## src/logic/rct_pkg.sv

```systemverilog
// Shared constants and types for the reload/capture 16-bit timer.
// Assumes a single system clock domain; no bus, control arrives as a struct.
package rct_pkg;

    // Prescaler ratios for the two divided count sources
    localparam int SYS_DIV = 12;
    localparam int EXT_DIV = 8;

    // Byte and word values at the wrap points and reset values
    localparam logic [7:0]  BYTE_MAX   = 8'hFF;
    localparam logic [7:0]  COUNT_RST  = 8'h00;
    localparam logic [7:0]  RELOAD_RST = 8'h00;
    localparam logic [15:0] WORD_MAX   = 16'hFFFF;

    // Software control bits, one field per control bit
    typedef struct packed {
        logic timer_irq_enable;
        logic low_overflow_irq_enable;
        logic capture_enable;
        logic split_mode_enable;
        logic run_control;
        logic capture_source_select;
        logic external_clock_select;
        logic high_byte_clock_select;
        logic low_byte_clock_select;
    } rct_ctrl_t;

    // Two count or reload bytes
    typedef struct packed {
        logic [7:0] high;
        logic [7:0] low;
    } rct_pair_t;

    // Operating modes
    typedef enum logic [3:0] {
        RCT_MODE_AR16  = 4'b0001,
        RCT_MODE_SPLIT = 4'b0010,
        RCT_MODE_CAP16 = 4'b0100,
        RCT_MODE_CAPSP = 4'b1000
    } rct_mode_t;

endpackage

```

## src/logic/rct_timer.sv

```systemverilog
// Reload/capture 16-bit timer: counters, prescalers, capture and flags.
// Assumes all inputs synchronous to clk except the external oscillator
// and low-frequency oscillator levels, which are synchronised here.
`timescale 1ns/10ps
module rct_timer #(
    parameter int SYS_DIV = rct_pkg::SYS_DIV,
    parameter int EXT_DIV = rct_pkg::EXT_DIV
) (
    input  wire logic              clk,
    input  wire logic              resetn,
    input  wire rct_pkg::rct_ctrl_t ctrl,
    input  wire logic              count_wr,
    input  wire rct_pkg::rct_pair_t count_wdata,
    input  wire logic              reload_wr,
    input  wire rct_pkg::rct_pair_t reload_wdata,
    input  wire logic              high_flag_clear,
    input  wire logic              low_flag_clear,
    input  wire logic              ext_osc_clk,
    input  wire logic              usb_sof,
    input  wire logic              low_freq_osc,
    output logic [7:0]             count_low_byte,
    output logic [7:0]             count_high_byte,
    output logic [7:0]             reload_low_byte,
    output logic [7:0]             reload_high_byte,
    output logic                   high_overflow_flag,
    output logic                   low_overflow_flag,
    output logic                   timer_irq
);

    localparam int SW = $clog2(SYS_DIV);
    localparam int EW = $clog2(EXT_DIV);

    // Refuse ratios the prescalers cannot serve
    if (SYS_DIV < 2 || EXT_DIV < 2) begin : g_bad_div
        $error("rct_timer: divider ratios must be at least 2");
    end

    // Reset release
    logic rst_s1_q;
    logic rst_n;

    always_ff @(posedge clk or negedge resetn) begin
        if (!resetn) begin
            rst_s1_q <= 1'b0;
            rst_n    <= 1'b0;
        end else begin
            rst_s1_q <= 1'b1;
            rst_n    <= rst_s1_q;
        end
    end

    // Prescalers and synchronisers
    logic [SW-1:0] sys_cnt_q, sys_cnt_d;
    logic [EW-1:0] ext_cnt_q, ext_cnt_d;
    logic          sys_tick_q, sys_tick_d;
    logic          ext_tick_q, ext_tick_d;
    logic [2:0]    ext_sync_q, ext_sync_d;
    logic [2:0]    lfo_sync_q, lfo_sync_d;
    logic          ext_rise;
    logic          lfo_fall;

    always_comb begin
        ext_sync_d = {ext_sync_q[1:0], ext_osc_clk};
        lfo_sync_d = {lfo_sync_q[1:0], low_freq_osc};
        ext_rise   = ext_sync_q[1] & ~ext_sync_q[2];
        lfo_fall   = lfo_sync_q[2] & ~lfo_sync_q[1];
        sys_tick_d = (sys_cnt_q == SW'(SYS_DIV - 1));
        sys_cnt_d  = sys_tick_d ? '0 : sys_cnt_q + SW'(1);
        ext_tick_d = ext_rise && (ext_cnt_q == EW'(EXT_DIV - 1));
        ext_cnt_d  = ext_cnt_q;
        if (ext_rise) begin
            ext_cnt_d = ext_tick_d ? '0 : ext_cnt_q + EW'(1);
        end
    end

    always_ff @(posedge clk or negedge rst_n) begin
        if (!rst_n) begin
            sys_cnt_q  <= '0;
            ext_cnt_q  <= '0;
            sys_tick_q <= 1'b0;
            ext_tick_q <= 1'b0;
            ext_sync_q <= '0;
            lfo_sync_q <= '0;
        end else begin
            sys_cnt_q  <= sys_cnt_d;
            ext_cnt_q  <= ext_cnt_d;
            sys_tick_q <= sys_tick_d;
            ext_tick_q <= ext_tick_d;
            ext_sync_q <= ext_sync_d;
            lfo_sync_q <= lfo_sync_d;
        end
    end

    // Count enable for one byte from its clock select
    function automatic logic src_tick(input logic sel_sys, input logic sel_ext,
                                      input logic tick12, input logic tick8);
        src_tick = sel_sys ? 1'b1 : (sel_ext ? tick8 : tick12);
    endfunction

    function automatic rct_pkg::rct_mode_t mode_of(input rct_pkg::rct_ctrl_t c);
        case ({c.capture_enable, c.split_mode_enable})
            2'b00:   mode_of = rct_pkg::RCT_MODE_AR16;
            2'b01:   mode_of = rct_pkg::RCT_MODE_SPLIT;
            2'b10:   mode_of = rct_pkg::RCT_MODE_CAP16;
            default: mode_of = rct_pkg::RCT_MODE_CAPSP;
        endcase
    endfunction

    // Counter, reload, flags and interrupt
    rct_pkg::rct_pair_t count_q, count_d;
    rct_pkg::rct_pair_t reload_q, reload_d;
    logic               hflag_q, hflag_d;
    logic               lflag_q, lflag_d;
    logic               irq_q, irq_d;
    rct_pkg::rct_mode_t mode;
    logic               lo_tick, hi_tick, inc16, hi_inc;
    logic               hovf, lovf, cap_evt;

    always_comb begin
        mode    = mode_of(ctrl);
        lo_tick = src_tick(ctrl.low_byte_clock_select, ctrl.external_clock_select,
                           sys_tick_q, ext_tick_q);
        hi_tick = src_tick(ctrl.high_byte_clock_select, ctrl.external_clock_select,
                           sys_tick_q, ext_tick_q);
        inc16   = ctrl.run_control & lo_tick;
        hi_inc  = ctrl.run_control & hi_tick;
        cap_evt = ctrl.capture_enable &
                  (ctrl.capture_source_select ? lfo_fall : usb_sof);
        count_d = count_q;
        reload_d = reload_q;
        hovf    = 1'b0;
        lovf    = 1'b0;
        case (mode)
            rct_pkg::RCT_MODE_AR16, rct_pkg::RCT_MODE_CAP16: begin
                if (inc16) begin
                    lovf = (count_q.low == rct_pkg::BYTE_MAX);
                    hovf = (count_q == rct_pkg::WORD_MAX);
                    if (hovf && mode == rct_pkg::RCT_MODE_AR16) begin
                        count_d = reload_q;
                    end else begin
                        count_d = count_q + 16'h0001;
                    end
                end
            end
            rct_pkg::RCT_MODE_SPLIT, rct_pkg::RCT_MODE_CAPSP: begin
                if (lo_tick) begin
                    lovf = (count_q.low == rct_pkg::BYTE_MAX);
                    count_d.low = count_q.low + 8'h01;
                    if (lovf && mode == rct_pkg::RCT_MODE_SPLIT) begin
                        count_d.low = reload_q.low;
                    end
                end
                if (hi_inc) begin
                    hovf = (count_q.high == rct_pkg::BYTE_MAX);
                    count_d.high = count_q.high + 8'h01;
                    if (hovf && mode == rct_pkg::RCT_MODE_SPLIT) begin
                        count_d.high = reload_q.high;
                    end
                end
            end
            default: count_d = count_q;
        endcase
        if (count_wr) begin
            count_d = count_wdata;
        end
        if (reload_wr) begin
            reload_d = reload_wdata;
        end
        if (cap_evt) begin
            reload_d = count_q;
        end
        hflag_d = hovf | (hflag_q & ~high_flag_clear);
        lflag_d = lovf | (lflag_q & ~low_flag_clear);
        irq_d   = ctrl.timer_irq_enable &
                  (hovf | (ctrl.low_overflow_irq_enable & lovf) | cap_evt);
    end

    always_ff @(posedge clk or negedge rst_n) begin
        if (!rst_n) begin
            count_q  <= {rct_pkg::COUNT_RST, rct_pkg::COUNT_RST};
            reload_q <= {rct_pkg::RELOAD_RST, rct_pkg::RELOAD_RST};
            hflag_q  <= 1'b0;
            lflag_q  <= 1'b0;
            irq_q    <= 1'b0;
        end else begin
            count_q  <= count_d;
            reload_q <= reload_d;
            hflag_q  <= hflag_d;
            lflag_q  <= lflag_d;
            irq_q    <= irq_d;
        end
    end

    assign count_low_byte     = count_q.low;
    assign count_high_byte    = count_q.high;
    assign reload_low_byte    = reload_q.low;
    assign reload_high_byte   = reload_q.high;
    assign high_overflow_flag = hflag_q;
    assign low_overflow_flag  = lflag_q;
    assign timer_irq          = irq_q;
endmodule

```

## config.mk

```make
export PLATFORM = sky130hd
export DESIGN_NAME = rct_timer
export DESIGN_NICKNAME = d
export VERILOG_FILES = /design/src/logic/rct_pkg.sv /design/src/logic/rct_timer.sv
export SDC_FILE = /design/constraint.sdc
export NUM_CORES = 1
export LEC_CHECK = 0
export BUFFER_PORTS_ARGS = -buffer_cell sky130_fd_sc_hd__buf_2
export CORE_MARGIN = 2
export CORE_UTILIZATION = 58
export DETAILED_ROUTE_END_ITERATION = 12
export PLACE_DENSITY = 0.86
export SLEW_MARGIN = 40
export SYNTH_ARGS = -nofsm -noshare
export SYNTH_HDL_FRONTEND = slang
export SYNTH_SLANG_ARGS = --single-unit
```

## constraint.sdc

```tcl
create_clock -name clk -period 2.9 [get_ports clk]
set_clock_uncertainty 0.2 [all_clocks]
set_input_delay 0.145 -clock clk [delete_from_list [all_inputs] [get_ports clk]]
set_output_delay 0.145 -clock clk [all_outputs]
set_load 0.05 [all_outputs]
```

* Yosys cells after proc, flatten, opt, wreduce, memory -nomap -nowiden *
Cells that the tools add are included.

storage, ports and cells
  register bits after elaboration = 52
  input bits = 50
  output and inout port bits = 35
  logic and storage cells = 85

cells by class
  add/sub/neg operators = 5
  eq/ne operators = 14
  multiplexer cells = 23
  bitwise gates (word level) = 17
  reductions and logical operators = 11

operator list
  operator               count
  $mux 16                5
  $mux 8                 4
  $pmux 16 s2            1
  $add 16x1->16 const B  1
  $add 8x1->8 const B    2
  $eq 16x16->1 const B   1
  $eq 8x8->1 const B     2
  $pmux 4 s3             1
  $and 1x1->1            9
  $ne 3x3->1 const B     3
  $eq 4x4->1 const B     2
  $mux 1                 8
  $reduce_and 3->1       2
  $add 4x1->4 const B    1
  $eq 4x1->1 const B     1
  $eq 4x2->1 const B     1
  $eq 4x3->1 const B     1
  $logic_and 1x1->1      4
  $mux 4                 1
  $not 1->1              4
  $or 1x1->1             4
  $pmux 1 s2             2
  $reduce_or 2->1        2
  $add 3x1->3 const B    1
  other kinds (7)        7

* Logic depth before layout (Yosys ltp) *
  word-level depth = 9
  depth in mapped cells = 10
  gate-level depth less buffers = 7

* Least setup slack after synthesis *
Ideal clock, no wire load.

  path kind = flip-flop to flip-flop
  from = register count_q (netlist bit count_high_byte[2])
  to = register count_q (netlist bit count_high_byte[7])
  data arrival time = 2.210 ns
  data required time = 2.616 ns
  path slack = 0.407 ns
  cell stages (with the launch flop) = 7
  buffers on the path = 1
  period minus slack after synthesis = 2.493 ns
  cell sequence = dfrtp_1 -> clkbuf_8 -> nand4_2 -> or3_4 -> or3_1 -> a311o_1 -> a41oi_2

between the ends
  cells in the longest elaborated chain, start to end = 6
  elaborated cells on any way between the ends = 12
  classes of those cells = add/sub (2); eq/ne (2); mux (6); reduce/logical (2)

RTL lines
  what                                                   line              RTL
  start: declaration                                     rct_timer.sv:110  rct_pkg::rct_pair_t count_q, count_d;
  start signal: assignment                               rct_timer.sv:180  count_q <= {rct_pkg::COUNT_RST, rct_pkg::COUNT_RST};
  start signal: assignment                               rct_timer.sv:186  count_q <= count_d;
  branches (longest 4 deep; another with $add 16x1->16)  n/a
  $pmux 16 s2 (*)                                        rct_timer.sv:133  case (mode)
  $mux 16 (*)                                            rct_timer.sv:163  if (count_wr) begin

Mark *: on every way between the ends. The select of a mux whose other input is x is not followed.
A chain may end at the register's enable or synchronous reset.

* Final worst setup path *
  from = register count_q (netlist bit count_low_byte[0])
  to = register irq_q, in the netlist timer_irq

between the ends
  cells in the longest elaborated chain, start to end = 7
  elaborated cells on any way between the ends = 11
  classes of those cells = eq/ne (2); mux (5); bitwise (4)

RTL lines
  what                              line                                RTL
  $eq 8x8->1                        rct_timer.sv:136, rct_timer.sv:147
  $mux 1, on equally long branches  rct_timer.sv:146, rct_timer.sv:135
  $pmux 1 s2                        rct_timer.sv:133
  $and 1x1->1                       rct_timer.sv:175                    (hovf | (ctrl.low_overflow_irq_enable & lovf) | cap_evt);
  $or 1x1->1 (*) (2 in series)      rct_timer.sv:175
  $and 1x1->1 (*)                   rct_timer.sv:174                    irq_d = ctrl.timer_irq_enable &
  net irq_d                         rct_timer.sv:114                    logic irq_q, irq_d;
  end signal: assignment            rct_timer.sv:190                    irq_q <= irq_d;
  end: declaration                  rct_timer.sv:114

The timed path passes the listed nets; every way through them passes the cells marked *.

==> metrics <==
Adder-Cell Fraction of Synth Area=approximately 3.4%; PD cells=573.5 nW/um2; Final setup viols=0; port bufs=84; reg-to-reg endpoint=timer_irq$_DFF_PN0_; DRT iter0 DRCs=~390; WL final=8825 um; Filler cells=between 400 and 500; XOR/XNOR Fraction of Synth Area=under 10%; area occupied by multi-input gates=1758 um2; Ports=85; Final #Nets=approximately 520; Synth Register Bits=52; Core ar.=5507 um2; number of distinct library cells after synthesis=60; hold path endpoint=reload_high_byte[5]$_DFFE_PN0P_; Startpoint Class=flop; Req. time, crit path=2.96 ns; largest family of logic cells by synthesized area=compound AO/OA/AOI/OAI gates; CTS tree=done; worst-path cell chain=ha_1 -> and4_1 -> nand2_2 -> nor3_2 -> nand2_1 -> a31oi_1 -> dlygate4sd3_1; clock latency on the worst-skew pair=0.32 ns; GPL Wtd Cong=0.9559; share of the synthesized area in the top cell type=approximately 39%; initial antenna violation count=0; Residual DRC=0; Synth area leader=dfrtp_1; Highest Clock Rate=0.3824 GHz; top cells by area, synth=dfrtp_1 (39%), mux2i_1 (5.1%), nand2_1 (3.7%); Die H=between 70 and 80 um; Pwr Total=2.342 mW; post-synthesis compound-gate area fraction=approximately a fifth; sequential area share after synthesis=between 30% and 40%; Antenna Cells=0; post-DP HPWL=5896 um; Root Buffer=clkbuf_8; number of buffers on the longest clock path=2; Post-synth ARST share=100.0%; reg2reg start=count_low_byte[0]$_DFFE_PN0P_; status=complete, no violations; Pleak=1.826 nW; post-synthesis mux area share=6.825%; via density per instance=6.058; Final ANT Viol Nets=0; FF/Latch Area=approximately 1300 um2; warnings from Yosys=0; Max VDD drop=0.3490 mV; Crit. Startpoint=count_low_byte[0]$_DFFE_PN0P_; Setup crit end kind=flop; worst hold path stage count=3; Arr. time, crit path=between 2 and 3 ns; Sinks on Clock Net=52; Initial Util=60.26%; GRT Util Overall=29.23%; Die Wd=roughly 80 um; slowest stage delay, CP=about 0.56 ns; max cap viols=0; post-layout minimum cycle time=roughly 2.6 ns; count of final max-slew check failures=0; DR vias=3,223; num rows=27; slew at the pin with the worst max-slew slack=0.5873 ns; Worst slew margin=60.85%; HP Start=reload_wdata[13]; Post-synth EDFFs=0; largest net degree at the start of global routing=30; R2R Setup Slk=about 0.29 ns; global-route wire length before repair=14,610 um; CTS clock-pin slew for the worst setup and hold paths=0.10 ns; RSZ-0062 raised after global routing=false; area delta synth->final=23.08%; crit path kind=flop to flop; Synth Area per Inst=just over 9 um2; R2R cell count=7; Inserted Clock Buffers=5; drt wl/cell=16.59 um; final hold violation count=0; synthesized cell area=3318 um2; # H-tree levels=2; 1st-pass router iterations=6; syn_nets=around 420; vias in the first global route=3,021; Die ar.=roughly 6300 um2; Final TNS setup=0 ns; CP Max Fanout=14; proportion of layout cells with a drive suffix above 1=24.57%; Design Area, Final=4084 um2; Post-Synth Simple-Gate Area=between 10% and 20%; Tcrit/Tclk final=90.17%; top_reg_cell synth=dfrtp_1; Hold WC Path Type=input port to flop; gate count after technology mapping=~360; GR Overflow Total=0; placed inst area=3631 um2; Worst path slowest cell=dlygate4sd3_1
## worst max-delay path by stage
stage / slack, ns / cells after the start / to
floorplan: 0.41 / 6 / count_high_byte[7]$_DFFE_PN0P_
global placement: 0.55 / 6 / count_high_byte[5]$_DFFE_PN0P_
detailed placement: 0.47 / 6 / count_high_byte[5]$_DFFE_PN0P_
CTS: 0.08 / 7 / timer_irq$_DFF_PN0_
global route: 0.1 / 7 / timer_irq$_DFF_PN0_
finish: 0.29 / 7 / timer_irq$_DFF_PN0_
## what timing repair did
action / 4_1_cts / 5_1_grt
buffers inserted: 0 / 0
hold buffers: 35 / 0
endpoints found under the hold margin: 34 / 0
gates resized for setup: 0 / 2
setup endpoints to repair: 0 / 1
## worst max-delay path, delay by kind of cell, from the launching register on
family                     cells  cell delay (ns)
adders and majority gates      1             0.29
and+or+nand+nor                4             0.90
buffers and inverters          1             0.56
DFF                            1             0.46
AOI/OAI and AO/OA              1             0.15
## through the flow
step                      hold WS [ns]  instances  setup slack (ns)  utilization [%]
final                          0.01108        532            0.2851            74.17
after global routing           0.02682        532           0.09746            74.17
after CTS                      0.01070        532           0.07554            74.03
after detailed placement       -0.2677        489            0.4659            65.94
after global placement         -0.2684        489            0.5531            65.94
after floorplan                -0.3506        357            0.4066                -
## cell usage in the layout (no fill, tap or decap), types with 4 or more instances in the layout
| cell type | instances |
|---|---|
| ha_1 | 9 |
| nand4_1 | 6 |
| a21oi_1 | 23 |
| a31oi_1 | 7 |
| mux2i_1 | 17 |
| buf_4 | 4 |
| dlygate4sd3_1 | 35 |
| xnor2_1 | 9 |
| nor3_1 | 13 |
| buf_2 | 84 |
| o211ai_1 | 7 |
| a41oi_1 | 5 |
| or2_1 | 4 |
| dfrtp_1 | 51 |
| o21ai_0 | 19 |
| xor2_1 | 7 |
| nor2_1 | 32 |
| nand3_1 | 13 |
| inv_1 | 10 |
| nand2_1 | 32 |
| clkbuf_8 | 5 |
## state kept, by name, summed over array words and instances (netlist names)
register and cells:
sys_tick_q 1, reload_low_byte 8, ext_sync_q 3, sys_cnt_q 4
ext_tick_q 1, rst_n 1, rst_s1_q 1, lfo_sync_q 3
high_overflow_flag 1, ext_cnt_q 3, count_low_byte 8, low_overflow_flag 1
count_high_byte 8, timer_irq 1, reload_high_byte 8
## per-layer routing
layer  share of wire, %  vias to the layer above  global-route usage (%)  wire [um]
met5                  0                        -                       0          0
met4                2.0                        0                   8.966        180
met3                7.8                       27                   5.204        690
met2                 48                      168                   46.22       4228
met1                 42                     1526                   41.02       3726
li1                   -                     1502                       -          -
## power by group
part | total (mW) | leakage (nW) | switching, mW | internal (mW)
clock | 0.435 | 0.0487 | 0.259 | 0.176
combinational | 0.910 | 1.16 | 0.595 | 0.315
sequential | 0.997 | 0.619 | 0.169 | 0.828
total | 2.34 | 1.83 | 1.02 | 1.32
## Yosys cell counts (all sizes together), types with 3 or more instances
cell and number:
a41oi 6, nor2 33, xor2 7, xnor2 9, or3 4, nand4 7, ha 9, o221ai 3
nor3 14, buf 13, dfrtp 52, a21o 3, a211o 3, mux2i 17, or2 5, mux2 5
inv 10, clkbuf 15, nand2 33, o211ai 7, o31ai 3, nand3 14, a31oi 7, o21ai 19
nand2b 3, and3 3, a22oi 4, o32a 3, a21oi 23
## area by class of cell
type	count	area share, %
clock buffers	5	1.685
clock inverters	3	0.6434
inverters	10	0.9191
multi-input cells	267	43.05
flip-flops and latches	52	31.89
well taps	72	2.206
repair buffers	123	19.61
## logic make-up after synthesis
group                      Yosys count
other                                1
DFF                                 52
adders and majority gates            9
muxes                               22
and+or+nand+nor                    121
xor gates and xnor gates            16
AOI/OAI and AO/OA                   98
buffers and inverters               38
No activity file was read; power rests on OpenSTA's default activity.
